**src/verilog/pcl_pkg.sv**
```systemverilog
package pcl_pkg;
  // clock and line timing
  localparam int CLK_HZ    = 100_000_000;
  localparam int BAUD      = 9600;
  localparam int BIT_CYC   = CLK_HZ / BAUD;
  localparam int RESP_MS   = 200;
  localparam int RESP_CYC  = RESP_MS * (CLK_HZ / 1000);
  // record limits
  localparam int REC_MAX   = 80;
  localparam int LEN_W     = 7;
  localparam int ADDR_MAX  = 31;
  localparam int CHAR_W    = 7;
  // control and syntax characters
  localparam logic [6:0] CH_CR    = 7'h0D;
  localparam logic [6:0] CH_LF    = 7'h0A;
  localparam logic [6:0] CH_ACK   = 7'h06;
  localparam logic [6:0] CH_NAK   = 7'h15;
  localparam logic [6:0] CH_DEL   = 7'h7F;
  localparam logic [6:0] CH_BS    = 7'h08;
  localparam logic [6:0] CH_CAN   = 7'h18;
  localparam logic [6:0] CH_HASH  = 7'h23;
  localparam logic [6:0] CH_SP    = 7'h20;
  localparam logic [6:0] CH_TAB   = 7'h09;
  localparam logic [6:0] CH_COMMA = 7'h2C;
  localparam logic [6:0] CH_EQ    = 7'h3D;
  localparam logic [6:0] CH_MINUS = 7'h2D;
  localparam logic [6:0] CH_PLUS  = 7'h2B;
  // instruction names, one or two 7-bit letters, first letter high, upper letter zero for one-letter names
  localparam logic [13:0] NM_SAVE = {7'h53, 7'h56};
  localparam logic [13:0] NM_LOAD = {7'h52, 7'h44};
  localparam logic [13:0] NM_GRP  = {7'h42, 7'h41};
  localparam logic [13:0] NM_MOVE = {7'h00, 7'h58};
  localparam logic [13:0] NM_EXEC = {7'h00, 7'h45};
  // processing passes over one record
  localparam logic [1:0] PASS_SAVE  = 2'h0;
  localparam logic [1:0] PASS_LOAD  = 2'h1;
  localparam logic [1:0] PASS_PARAM = 2'h2;
  localparam logic [1:0] PASS_ACT   = 2'h3;

  // pass in which an instruction is handed out
  function automatic logic [1:0] cmd_class(input logic [13:0] nm);
    if (nm == NM_SAVE) return PASS_SAVE;
    if (nm == NM_LOAD) return PASS_LOAD;
    if (nm == NM_MOVE || nm == NM_EXEC) return PASS_ACT;
    return PASS_PARAM;
  endfunction : cmd_class

  function automatic logic is_digit(input logic [6:0] c);
    return c >= 7'h30 && c <= 7'h39;
  endfunction : is_digit

  // nibble to ascii hex digit
  function automatic logic [6:0] nib2asc(input logic [3:0] n);
    return (n < 4'hA) ? {3'h3, n} : 7'(7'h37 + {3'h0, n});
  endfunction : nib2asc
endpackage : pcl_pkg

```
**src/verilog/pcl_link.sv**
```systemverilog
`timescale 1ns/1ps
module pcl_link
  import pcl_pkg::*;
#(
  parameter int BIT_LEN  = BIT_CYC,
  parameter int RESP_LEN = RESP_CYC
) (
  input  wire logic        clk_sys,
  input  wire logic        rst,
  input  wire logic [4:0]  dev_addr,
  input  wire logic        rxd,
  output logic             txd,
  output logic             txd_oe,
  output logic             cmd_valid,
  input  wire logic        cmd_ready,
  output logic [13:0]      cmd_name,
  output logic [31:0]      cmd_value,
  output logic             cmd_has_value,
  output logic             exec_go,
  input  wire logic        resp_valid,
  input  wire logic        resp_ok,
  input  wire logic        resp_has_data,
  input  wire logic [7:0]  resp_data,
  output logic             selected,
  output logic             group_mode,
  output logic             group_poll_en,
  output logic             motion_abort,
  output logic             ref_lost
);
  localparam int TW = $clog2(RESP_LEN + 1);
  localparam logic [TW-1:0] TMO_LAST = TW'(RESP_LEN - 1);

  typedef enum logic [3:0] {
    ST_IDLE, ST_POLL, ST_SCAN, ST_EMIT, ST_WAIT,
    ST_ACK, ST_HI, ST_LO, ST_CR, ST_ECHO
  } pcl_state_t;

  pcl_state_t        st_q;
  logic [6:0]        buf_q [REC_MAX];
  logic [LEN_W-1:0]  len_q;
  logic [LEN_W-1:0]  slen_q;
  logic [LEN_W-1:0]  idx_q;
  logic              bad_q;
  logic [1:0]        pass_q;
  logic              in_tok_q;
  logic [13:0]       name_q;
  logic              nlen2_q;
  logic              eq_q;
  logic              neg_q;
  logic              hv_q;
  logic [31:0]       val_q;
  logic              ok_q;
  logic              hasd_q;
  logic [7:0]        data_q;
  logic [6:0]        echo_q;
  logic              sel_q;
  logic              grp_q;
  logic              ga_en_q;
  logic [TW-1:0]     tmo_q;
  logic              tx_start;
  logic [6:0]        tx_data;
  logic              tx_busy;
  logic              rx_valid;
  logic [6:0]        rx_data;
  logic              rx_perr;
  logic              rx_break;
  logic [6:0]        ch;
  logic              is_end;
  logic              is_sep;
  logic              is_let;
  logic              is_sign;
  logic              fin;
  logic              syn_err;
  logic              ga_wr;
  logic              tmo_hit;
  logic              poll_ok;
  logic [6:0]        paddr;

  pcl_uart #(.BIT_LEN(BIT_LEN)) u_uart (
    .clk_sys  (clk_sys),
    .rst      (rst),
    .rxd      (rxd),
    .txd      (txd),
    .tx_start (tx_start),
    .tx_data  (tx_data),
    .tx_busy  (tx_busy),
    .rx_valid (rx_valid),
    .rx_data  (rx_data),
    .rx_perr  (rx_perr),
    .rx_break (rx_break)
  );

  // character error drops the record silently
  always_ff @(posedge clk_sys) begin
    if (rst || rx_break || rx_perr) begin
      len_q <= '0;
      bad_q <= 1'b0;
    end else if (st_q == ST_IDLE && rx_valid) begin
      if (rx_data == CH_CR || rx_data == CH_CAN) begin
        len_q <= '0;
        bad_q <= 1'b0;
      end else if (rx_data == CH_DEL || rx_data == CH_BS) begin
        if (len_q != '0) len_q <= len_q - 1'b1;
      end else if (len_q < LEN_W'(REC_MAX)) begin
        buf_q[len_q] <= rx_data;
        len_q        <= len_q + 1'b1;
      end else begin
        bad_q <= 1'b1;
      end
    end
  end

  // poll string: hash, one or two digits
  always_comb begin
    // tens digit widened first so addresses above 15 survive
    paddr   = (slen_q == LEN_W'(2)) ? {3'h0, buf_q[1][3:0]} :
              7'({3'h0, buf_q[1][3:0]} * 7'h0A + {3'h0, buf_q[2][3:0]});
    poll_ok = ((slen_q == LEN_W'(2) && is_digit(buf_q[1])) ||
               (slen_q == LEN_W'(3) && is_digit(buf_q[1]) &&
                is_digit(buf_q[2]))) && paddr <= 7'(ADDR_MAX);
  end

  // selection follows polls, errors and break
  always_ff @(posedge clk_sys) begin
    if (rst || rx_break || rx_perr) begin
      sel_q <= 1'b0;
      grp_q <= 1'b0;
    end else if (st_q == ST_POLL) begin
      sel_q <= poll_ok && paddr != 7'h00 && paddr == {2'h0, dev_addr};
      // address zero only when group poll enabled
      grp_q <= poll_ok && paddr == 7'h00 && ga_en_q;
    end
  end

  // group poll enable, cleared at reset
  always_ff @(posedge clk_sys) begin
    if (rst) ga_en_q <= 1'b0;
    else if (ga_wr) ga_en_q <= val_q != 32'h0;
  end

  // break stops motion and drops the reference
  always_ff @(posedge clk_sys) begin
    if (rst) begin
      motion_abort <= 1'b0;
      ref_lost     <= 1'b0;
    end else begin
      motion_abort <= rx_break;
      ref_lost     <= rx_break;
    end
  end

  // reply timer from the closing return
  always_ff @(posedge clk_sys) begin
    if (rst || st_q == ST_IDLE) tmo_q <= '0;
    else if (tmo_q != TMO_LAST) tmo_q <= tmo_q + 1'b1;
  end
  assign tmo_hit = tmo_q == TMO_LAST;

  always_comb begin
    is_end  = idx_q >= slen_q;
    ch      = is_end ? CH_CR : buf_q[idx_q];
    is_sep  = ch == CH_SP || ch == CH_TAB || ch == CH_COMMA || ch == CH_LF;
    is_let  = ch >= 7'h41 && ch <= 7'h5A;
    is_sign = ch == CH_MINUS || ch == CH_PLUS;
    fin     = in_tok_q && (is_end || is_sep || (is_let && (hv_q || eq_q)));
    syn_err = !fin && ((is_let && in_tok_q && nlen2_q) ||
              (is_digit(ch) && !in_tok_q) ||
              (ch == CH_EQ && !(in_tok_q && !eq_q && !hv_q)) ||
              (is_sign && !(in_tok_q && !hv_q)) ||
              !(is_let || is_digit(ch) || is_sep || is_end ||
                ch == CH_EQ || is_sign));
    ga_wr   = st_q == ST_SCAN && !tmo_hit && fin &&
              pass_q == PASS_PARAM && name_q == NM_GRP;
  end

  // record processing and reply sequencing
  always_ff @(posedge clk_sys) begin
    if (rst) begin
      st_q          <= ST_IDLE;
      slen_q        <= '0;
      idx_q         <= '0;
      pass_q        <= PASS_SAVE;
      in_tok_q      <= 1'b0;
      name_q        <= 14'h0000;
      nlen2_q       <= 1'b0;
      eq_q          <= 1'b0;
      neg_q         <= 1'b0;
      hv_q          <= 1'b0;
      val_q         <= 32'h0;
      cmd_name      <= 14'h0000;
      cmd_value     <= 32'h0;
      cmd_has_value <= 1'b0;
      exec_go       <= 1'b0;
      ok_q          <= 1'b0;
      hasd_q        <= 1'b0;
      data_q        <= 8'h00;
      echo_q        <= 7'h00;
    end else begin
      exec_go <= 1'b0;
      case (st_q)
        ST_IDLE: begin
          if (rx_valid && rx_data == CH_CR) begin
            slen_q   <= len_q;
            idx_q    <= '0;
            pass_q   <= PASS_SAVE;
            in_tok_q <= 1'b0;
            ok_q     <= 1'b0;
            hasd_q   <= 1'b0;
            if (len_q != '0 && buf_q[0] == CH_HASH) st_q <= ST_POLL;
            else if ((sel_q || grp_q) && bad_q) st_q <= ST_ACK;
            else if (sel_q || grp_q) st_q <= ST_SCAN;
          end else if (rx_valid && rx_data == CH_DEL && len_q != '0 &&
                       sel_q) begin
            echo_q <= buf_q[len_q - 1'b1];
            st_q   <= ST_ECHO;
          end
        end
        ST_POLL: st_q <= ST_IDLE;
        ST_SCAN: begin
          if (tmo_hit || syn_err) begin
            ok_q <= 1'b0;
            st_q <= ST_ACK;
          end else if (fin) begin
            in_tok_q <= 1'b0;
            // hand out only this pass's class
            // repeats handed out in order, last wins
            if (cmd_class(name_q) == pass_q && name_q != NM_GRP) begin
              cmd_name      <= name_q;
              cmd_value     <= neg_q ? 32'h0 - val_q : val_q;
              cmd_has_value <= hv_q;
              st_q          <= ST_EMIT;
            end
          end else if (is_end) begin
            idx_q <= '0;
            if (pass_q == PASS_ACT) begin
              exec_go <= 1'b1;
              st_q    <= ST_WAIT;
            end else begin
              pass_q <= pass_q + 1'b1;
            end
          end else begin
            idx_q <= idx_q + 1'b1;
            if (is_let && !in_tok_q) begin
              in_tok_q <= 1'b1;
              name_q   <= {7'h00, ch};
              nlen2_q  <= 1'b0;
              eq_q     <= 1'b0;
              neg_q    <= 1'b0;
              hv_q     <= 1'b0;
              val_q    <= 32'h0;
            end else if (is_let) begin
              name_q  <= {name_q[6:0], ch};
              nlen2_q <= 1'b1;
            end else if (is_digit(ch)) begin
              val_q <= {val_q[28:0], 3'h0} + {val_q[30:0], 1'b0} +
                       {28'h0, ch[3:0]};
              hv_q  <= 1'b1;
            end else if (ch == CH_EQ) begin
              eq_q <= 1'b1;
            end else if (ch == CH_MINUS) begin
              neg_q <= 1'b1;
            end
          end
        end
        ST_EMIT: begin
          if (cmd_ready) st_q <= ST_SCAN;
          else if (tmo_hit) st_q <= ST_ACK;
        end
        ST_WAIT: begin
          if (resp_valid) begin
            ok_q   <= resp_ok;
            hasd_q <= resp_has_data;
            data_q <= resp_data;
            st_q   <= ST_ACK;
          end else if (tmo_hit) begin
            ok_q <= 1'b0;
            st_q <= ST_ACK;
          end
        end
        ST_ACK, ST_HI, ST_LO, ST_CR, ST_ECHO: begin
          // group selected: executed, no answer sent
          if (!sel_q) begin
            st_q <= ST_IDLE;
          end else if (!tx_busy) begin
            case (st_q)
              ST_ACK:  st_q <= (ok_q && hasd_q) ? ST_HI : ST_CR;
              ST_HI:   st_q <= ST_LO;
              ST_LO:   st_q <= ST_CR;
              default: st_q <= ST_IDLE;
            endcase
          end
        end
        default: st_q <= ST_IDLE;
      endcase
    end
  end

  assign tx_start = sel_q && !tx_busy &&
                    (st_q == ST_ACK || st_q == ST_HI || st_q == ST_LO ||
                     st_q == ST_CR || st_q == ST_ECHO);

  always_comb begin
    case (st_q)
      ST_ACK:  tx_data = ok_q ? CH_ACK : CH_NAK;
      ST_HI:   tx_data = nib2asc(data_q[7:4]);
      ST_LO:   tx_data = nib2asc(data_q[3:0]);
      ST_ECHO: tx_data = echo_q;
      default: tx_data = CH_CR;
    endcase
  end

  assign txd_oe        = tx_busy;
  assign cmd_valid     = st_q == ST_EMIT;
  assign selected      = sel_q;
  assign group_mode    = grp_q;
  assign group_poll_en = ga_en_q;
endmodule : pcl_link

```
**src/verilog/pcl_uart.sv**
```systemverilog
`timescale 1ns/1ps
module pcl_uart
  import pcl_pkg::*;
#(
  parameter int BIT_LEN = BIT_CYC
) (
  input  wire logic       clk_sys,
  input  wire logic       rst,
  input  wire logic       rxd,
  output logic            txd,
  input  wire logic       tx_start,
  input  wire logic [6:0] tx_data,
  output logic            tx_busy,
  output logic            rx_valid,
  output logic [6:0]      rx_data,
  output logic            rx_perr,
  output logic            rx_break
);
  localparam int CW = $clog2(BIT_LEN + 1);
  localparam logic [CW-1:0] FULL = CW'(BIT_LEN - 1);
  localparam logic [CW-1:0] HALF = CW'(BIT_LEN / 2);

  typedef enum logic [1:0] {R_IDLE, R_BITS, R_WAITHI} pcl_rx_state_t;

  pcl_rx_state_t   rst_q;
  logic [CW-1:0]   rcnt_q;
  logic [3:0]      rbit_q;
  logic [7:0]      rsh_q;
  logic [CW-1:0]   tcnt_q;
  logic [3:0]      tbit_q;
  logic [9:0]      tsh_q;

  // receiver: start, 7 data, even parity, 1 stop, sampled mid bit
  always_ff @(posedge clk_sys) begin
    if (rst) begin
      rst_q    <= R_IDLE;
      rcnt_q   <= '0;
      rbit_q   <= 4'h0;
      rsh_q    <= 8'h00;
      rx_valid <= 1'b0;
      rx_data  <= 7'h00;
      rx_perr  <= 1'b0;
      rx_break <= 1'b0;
    end else begin
      rx_valid <= 1'b0;
      rx_perr  <= 1'b0;
      rx_break <= 1'b0;
      case (rst_q)
        R_IDLE: begin
          if (!rxd) begin
            rcnt_q <= HALF;
            rbit_q <= 4'h0;
            rst_q  <= R_BITS;
          end
        end
        R_BITS: begin
          if (rcnt_q != '0) begin
            rcnt_q <= rcnt_q - 1'b1;
          end else begin
            rcnt_q <= FULL;
            if (rbit_q == 4'h9) begin
              rst_q <= rxd ? R_IDLE : R_WAITHI;
              if (rsh_q == 8'h00 && !rxd) begin
                rx_break <= 1'b1;
              end else if (!rxd || ^rsh_q) begin
                rx_perr <= 1'b1;
              end else begin
                rx_valid <= 1'b1;
                rx_data  <= rsh_q[6:0];
              end
            end else begin
              if (rbit_q != 4'h0) begin
                rsh_q <= {rxd, rsh_q[7:1]};
              end
              rbit_q <= rbit_q + 1'b1;
            end
          end
        end
        R_WAITHI: begin
          if (rxd) begin
            rst_q <= R_IDLE;
          end
        end
        default: rst_q <= R_IDLE;
      endcase
    end
  end

  // transmitter, frame shifted out lsb first
  always_ff @(posedge clk_sys) begin
    if (rst) begin
      tsh_q   <= 10'h3FF;
      tcnt_q  <= '0;
      tbit_q  <= 4'h0;
      tx_busy <= 1'b0;
    end else if (!tx_busy) begin
      if (tx_start) begin
        tsh_q   <= {1'b1, ^tx_data, tx_data, 1'b0};
        tcnt_q  <= FULL;
        tbit_q  <= 4'h0;
        tx_busy <= 1'b1;
      end
    end else if (tcnt_q != '0) begin
      tcnt_q <= tcnt_q - 1'b1;
    end else begin
      tcnt_q <= FULL;
      tsh_q  <= {1'b1, tsh_q[9:1]};
      if (tbit_q == 4'h9) begin
        tx_busy <= 1'b0;
      end else begin
        tbit_q <= tbit_q + 1'b1;
      end
    end
  end

  assign txd = tsh_q[0];
endmodule : pcl_uart

```
**config.mk**
```make
export PLATFORM = sky130hd
export DESIGN_NAME = pcl_link
export DESIGN_NICKNAME = d
export VERILOG_FILES = /design/src/verilog/pcl_pkg.sv /design/src/verilog/pcl_link.sv /design/src/verilog/pcl_uart.sv
export SDC_FILE = /design/constraint.sdc
export NUM_CORES = 2
export LEC_CHECK = 0
export BUFFER_PORTS_ARGS = -buffer_cell sky130_fd_sc_hd__buf_2
export CAP_MARGIN = 20
export CORE_ASPECT_RATIO = 1.5
export CORE_MARGIN = 2
export CORE_UTILIZATION = 50
export DETAILED_ROUTE_END_ITERATION = 8
export MAX_ROUTING_LAYER = met4
export PLACE_DENSITY = 0.67
export SLEW_MARGIN = 10
export SYNTH_ARGS = -nofsm -noshare
export SYNTH_HDL_FRONTEND = slang
export SYNTH_SLANG_ARGS = --single-unit
```
**constraint.sdc**
```tcl
create_clock -name clk_sys -period 7.01 [get_ports clk_sys]
set_clock_uncertainty 0.15 [all_clocks]
set_input_delay 1.402 -clock clk_sys [delete_from_list [all_inputs] [get_ports clk_sys]]
set_output_delay 1.402 -clock clk_sys [all_outputs]
set_load 0.01 [all_outputs]
```
---- Word-level counts from Yosys, hierarchy flattened ----
Memories as Yosys holds them, arrays and structs flattened. A register that Yosys moved wholly into a read port is not among the register bits.
Index checks and enable logic that the tools add are counted.
word-level totals
  output and inout port bits .............. 56
  input bits .............................. 20
  flip-flop bits (word level) ............. 233
  memories kept ........................... 1
  word-level logic and storage cells ...... 415
  bits in writable memories ............... 560
cells by class
  mux-type cells .......................... 141
  $mul .................................... 1
  reductions and logical operators ........ 129
  bitwise logic cells ..................... 10
  add/sub/neg operators ................... 15
  equal/unequal tests ..................... 68
  $lt $le $gt $ge ......................... 13
memories
  name   depth  bits a word  rd ports  clocked after memory_dff  write ports  line            source
  buf_q  80     7            5         2                         1            pcl_link.sv:39  logic [6:0] buf_q [REC_MAX];
operator list
  operator                                             number
  two-way mux 32 bit                                   4
  two-way mux 14 bit                                   7
  two-way mux 7 bit                                    14
  two-way mux 4 bit                                    23
  two-way mux 1 bit                                    58
  == test 14 bit (second input constant)               3
  == test 7 x 6 -> 1 bit (second input constant)       6
  logical AND 1 bit                                    40
  two-way mux 2 bit                                    20
  adder 32 bit                                         1
  adder 32 x 4 -> 32 bit                               1
  nonzero test 32 bit                                  1
  subtractor 1 x 32 -> 32 bit (first input constant)   1
  logical OR 1 bit                                     30
  two-way mux 10 bit                                   3
  == test 14 x 7 -> 1 bit (second input constant)      2
  == test 7 x 4 -> 1 bit (second input constant)       4
  one-hot mux 14 bit (2 select lines)                  1
  one-hot mux 7 bit (4 select lines)                   1
  nonzero test 14 bit                                  2
  subtractor 14 x 1 -> 14 bit (second input constant)  2
  inequality test 2 bit (second input constant)        13
  adder 25 x 1 -> 25 bit (second input constant)       1
  == test 25 bit (second input constant)               1
  65 further kinds                                     138

---- Longest topological paths before layout ----
  depth in word-level cells ............... 41
  gate-level depth with buffers ........... 29
  depth with buffers taken out ............ 25

---- Modules after synthesis ----
A second synthesis with hierarchy kept.
unflattened totals
  cells, all modules ...................... 2,948
  area total of the unflattened synthesis .. 40,925.5 um^2
by module, submodules not included
  module    seq. area each (um^2)  area each (um^2)  cells an instance  times used
  pcl_link  20,419.6               37,561.0          2,557              1
  pcl_uart  1,321.3                3,364.5           391                1

---- Least setup slack after synthesis ----
Ideal clock, no wire load.
  path type ............................... register -> register
  from .................................... register (tool-made name)
  to ...................................... register val_q[30]
  data required time ...................... 6,728 ps
  clock period less this slack ............ 5,519 ps
  data arrival time ....................... 5,237 ps
  library setup time ...................... 132 ps
  buffers on the path ..................... 4
  stages on the path, launching flop included .. 25
  path slack .............................. 1,491 ps
  cells stage by stage .................... dfxtp_1 > buf_6 > buf_6 > buf_6 > mux4_2 > mux4_2 > a221o_1 > or2_1 > buf_2 > fa_1 > inv_1 > fa_1 > nor2b_1 > o21ai_0 > a21boi_0 > o211ai_1 > a21oi_1 > o211ai_1 > o211a_1 > o21ai_0 > o21ba_2 > o41ai_1 > mux2i_1 > o21ai_0 > a21oi_1
RTL lines
  element                 line             source
  end signal: assignment  pcl_link.sv:255  val_q <= {val_q[28:0], 3'h0} + {val_q[30:0], 1'b0} +
  end: declaration        pcl_link.sv:51   logic [31:0] val_q;

==> impl_summary.log <==
INFO  metric outcome = finished clean
INFO  metric synth_edf_count = between 500 and 600
INFO  metric total_power = ~9.6 mW
INFO  metric power_leakage = about 13 nW
INFO  metric largest_vdd_supply_drop = approximately 0.18 mV
INFO  metric yosysWarnings = 0
INFO  metric slew-limit-headroom = approximately 23%
INFO  metric timing.critical_path.from_type = register
INFO  metric power_per_unit_of_standard_cell_area = between 200 and 250 mW/mm2
INFO  metric slowest_stage = sky130_fd_sc_hd__dfxtp_4
INFO  metric multiInputGateArea = 0.0178 mm2
INFO  metric clock_root_buffer = sky130_fd_sc_hd__clkbuf_16
INFO  metric most_common_cell_on_crit_path = sky130_fd_sc_hd__o21ai_0
INFO  metric asyncSetResetFlopFracSynth = 0%
INFO  metric criticalPathCategory = register to register
INFO  metric maxSlewViolCount = 0
INFO  metric final_layout_size_suffix_gt1_share = 21.2%
INFO  metric die_x = about 240 um
INFO  metric die_area = about 0.084 mm2
INFO  metric netlist_top_cells_area = sky130_fd_sc_hd__edfxtp_1 41%, sky130_fd_sc_hd__mux4_2 17%, sky130_fd_sc_hd__dfxtp_1 12%, sky130_fd_sc_hd__nor2_1 3.4%, sky130_fd_sc_hd__mux2i_1 2.9%
INFO  metric synth_top_area_share = 41.4%
INFO  metric routedWlPerCell = 28.2 um
INFO  metric setup_violations = 0
INFO  metric min_delay_path_class = register to register
INFO  metric layout_common_cells = 560 x sky130_fd_sc_hd__edfxtp_1, 366 x sky130_fd_sc_hd__nor2_1, 313 x sky130_fd_sc_hd__mux4_2, 235 x sky130_fd_sc_hd__dfxtp_1, 137 x sky130_fd_sc_hd__a21oi_1
INFO  metric dp_hpwl = approximately 81000 um
INFO  metric timing.setup.tns = 0 ns
INFO  metric synth_area = 0.0406 mm2
INFO  metric vias_per_cell = roughly 6.6
INFO  metric layout_worst_path_cycle_share = between 90% and 100%
INFO  metric chip_height = 353 um
INFO  metric critical_path.cell_chain = buf_4, mux4_2, a22o_1, a31oi_1, nand4_1, a31oi_1, nor2_1, ha_1, ha_1, inv_1, fa_1, nor2b_1, o21ai_0, a21boi_0, o211ai_1, a21oi_1, o211ai_1, o211a_1, o21ai_0, o21ba_2, o41ai_2, mux2i_1, o21ai_0, a21oi_1
INFO  metric finalHoldViolations = 0
INFO  metric cts_made_buffers = 78
INFO  metric global_route.usage.total = 28.8%
INFO  metric tritoncts_num_sinks = about 800
INFO  metric postLayoutCoreUtil = 55.2%
INFO  metric cp_slowest_stage_delay = 0.70 ns
INFO  metric required = around 7.5 ns
INFO  metric worstMarginPinSlew = roughly 1.1 ns
INFO  metric remaining_antenna_violation_count_after_routing = 0
INFO  metric drc_errors = 0
INFO  metric initial_utilization = between 50% and 60%
INFO  metric cp_max_fo = 26
INFO  metric path_clk_slew = around 0.06 ns
INFO  metric floorplan.rows = around 130
INFO  metric core_area = 0.0809 mm2
INFO  metric synthDominantAreaCellType = sky130_fd_sc_hd__edfxtp_1
INFO  metric netlist_instances = roughly 3000
INFO  metric critical_path.endpoint_type = register
INFO  metric time_the_worst_path_needs_with_i_o_delays_and_setup = approximately 6.6 ns
INFO  metric area.growth.synth_to_final = 9.96%
INFO  metric detailed_place.area = ~0.042 mm2
INFO  metric nets = around 3100
INFO  metric remaining_global_route_overflow = 0
INFO  metric synth-seq-cells = about 800
INFO  metric route.vias.total = 27100
INFO  metric num_io_pins = 76
INFO  metric place_ws = ~0.35 ns
INFO  metric syn-num-nets = about 3100
INFO  metric postLayoutSetupSlackWorst = roughly 0.4 ns
INFO  metric worst_ep_arrival_time = around 7.0 ns
INFO  metric cap_viol_max_count = 0
INFO  metric initial_antenna_violation_count = 1
INFO  metric grt_pass1_vias = about 27000
INFO  metric n_fill_cell = around 6500
INFO  metric fin_area = about 0.045 mm2
INFO  metric final_weighted_congestion_in_routability_driven_placement = approximately 1.0
INFO  metric clk-insertion-delay-late = just under 0.7 ns
INFO  metric layout.cells.most_common = sky130_fd_sc_hd__edfxtp_1
INFO  metric regArea = approximately 0.022 mm2
INFO  metric clock_path_buffers = 3
INFO  metric tritoncts = built
INFO  metric postSynthAreaPerCell = between 10 and 15 um2
INFO  metric grt_first_pass_wirelength = 174000 um
INFO  metric cts_htree_levels = 3
INFO  metric synth_top_flop_cell = sky130_fd_sc_hd__edfxtp_1
INFO  metric synth_seq_area_share = between 50% and 60%
INFO  metric grt_setup_unrepaired = false
INFO  metric cts.hold.buffers_added = 0
INFO  metric max_freq = about 0.15 GHz
INFO  metric drt_wl_total = 117000 um
INFO  metric first_pass_iters = 6
INFO  metric grt_max_degree = approximately 120
INFO  metric drt_iter0_drc = ~2600
INFO  metric port_buffers = 75
INFO  metric cpLargestDelayFamily = compound AO/OA/AOI/OAI gates
INFO  metric critPathBufInv = 2
INFO  metric synthDistinctLibCells = 94
==> path summary, 6_finish.rpt <==
path / startpoint / to / slack (ns) / cells after the start
worst min-delay path: u_uart.tsh_q[0] / u_uart.tsh_q[0] / 0.30 / 2
worst max-delay path: register / val_q[30] / 0.40 / 24
worst max register to register: register / val_q[30] / 0.40 / 24
worst min register to register: u_uart.tsh_q[0] / u_uart.tsh_q[0] / 0.30 / 2
==> routing by layer <==
metal | GRT usage, % | share of wire (%) | wire (um) | up-vias
met5 | - | 0 | 0 | -
met1 | 31.7 | 35 | 40400 | 13800
met3 | 4.18 | 6.6 | 7710 | 321
met4 | 17.8 | 7.3 | 8450 | 0
met2 | 49.2 | 51 | 59900 | 1250
li1 | - | - | - | 11800
==> sequential cells by signal, indices dropped and copies added, names as in the netlist, 7 cells and up, named ones only <==
register        cells
tmo_q              25
cmd_value          32
u_uart.rcnt_q      14
slen_q              7
buf_q             560
data_q              8
u_uart.tsh_q        9
cmd_name           14
u_uart.tcnt_q      14
idx_q               7
echo_q              7
u_uart.rsh_q        8
val_q              32
name_q             14
len_q               7
u_uart.rx_data      7
==> kinds of logic after synthesis <==
| group | share of synthesized area, % |
|---|---|
| XOR/XNOR | 2.35 |
| AO/OA/AOI/OAI | 8.31 |
| multiplexers | 20.5 |
| adder cells (fa/ha/maj) | 3.00 |
| AND/OR/NAND/NOR | 9.48 |
| buffers and inverters | 2.81 |
| flip-flops | 53.5 |
==> worst min-delay path, stage by stage, from the launching register on <==
cell and delay, ns:
sky130_fd_sc_hd__dfxtp_1 0.32, sky130_fd_sc_hd__nand2_1 0.05, sky130_fd_sc_hd__nand2_1 0.04
==> where the power goes <==
part / switching [mW] / leakage, nW / internal (mW)
sequential: 0.00852 / 6.24 / 5.03
clock: 1.92 / 1.30 / 2.57
combinational: 0.0641 / 5.84 / 0.0282
==> through the flow <==
stage	std cells	hold slack, ns
CTS	4137	0.306
global placement	3991	0.293
floorplan	2998	0.280
global route	4138	0.325
detailed placement	3991	0.297
finish	4138	0.302
==> cells in the mapped netlist, types with 21 or more instances <==
| cell | count |
|---|---|
| sky130_fd_sc_hd__xnor2_1 | 49 |
| sky130_fd_sc_hd__nand4_1 | 23 |
| sky130_fd_sc_hd__a211oi_1 | 25 |
| sky130_fd_sc_hd__clkbuf_1 | 97 |
| sky130_fd_sc_hd__and3_1 | 22 |
| sky130_fd_sc_hd__mux2i_1 | 119 |
| sky130_fd_sc_hd__a21oi_1 | 137 |
| sky130_fd_sc_hd__ha_1 | 91 |
| sky130_fd_sc_hd__nand2_1 | 132 |
| sky130_fd_sc_hd__a22oi_1 | 56 |
| sky130_fd_sc_hd__nor2_1 | 366 |
| sky130_fd_sc_hd__nand3_1 | 47 |
| sky130_fd_sc_hd__nor4_1 | 23 |
| sky130_fd_sc_hd__o21ai_0 | 68 |
| sky130_fd_sc_hd__buf_2 | 27 |
| sky130_fd_sc_hd__nor3_1 | 59 |
| sky130_fd_sc_hd__nor2b_1 | 21 |
| sky130_fd_sc_hd__or3_1 | 25 |
| sky130_fd_sc_hd__inv_1 | 62 |
| sky130_fd_sc_hd__edfxtp_1 | 560 |
| sky130_fd_sc_hd__mux4_2 | 313 |
| sky130_fd_sc_hd__xor2_1 | 60 |
| sky130_fd_sc_hd__dfxtp_1 | 246 |
==> final cells by class <==
cell class | count | share of cell area [%]
Clock inverter | 48 | 1.40
Inverter | 67 | 0.563
Sequential cell | 806 | 48.8
Clock buffer | 98 | 4.64
Antenna cell | 1 | 0.00561
Multi-Input combinational cell | 1950 | 39.8
Tap cell | 1040 | 2.91
Timing Repair Buffer | 128 | 1.88
==> repair_timing <==
action,in CTS,in global routing
resized for setup,0,2
setup endpoints to repair,0,3
buffers inserted,0,0
(Power assumes the default switching activity.)
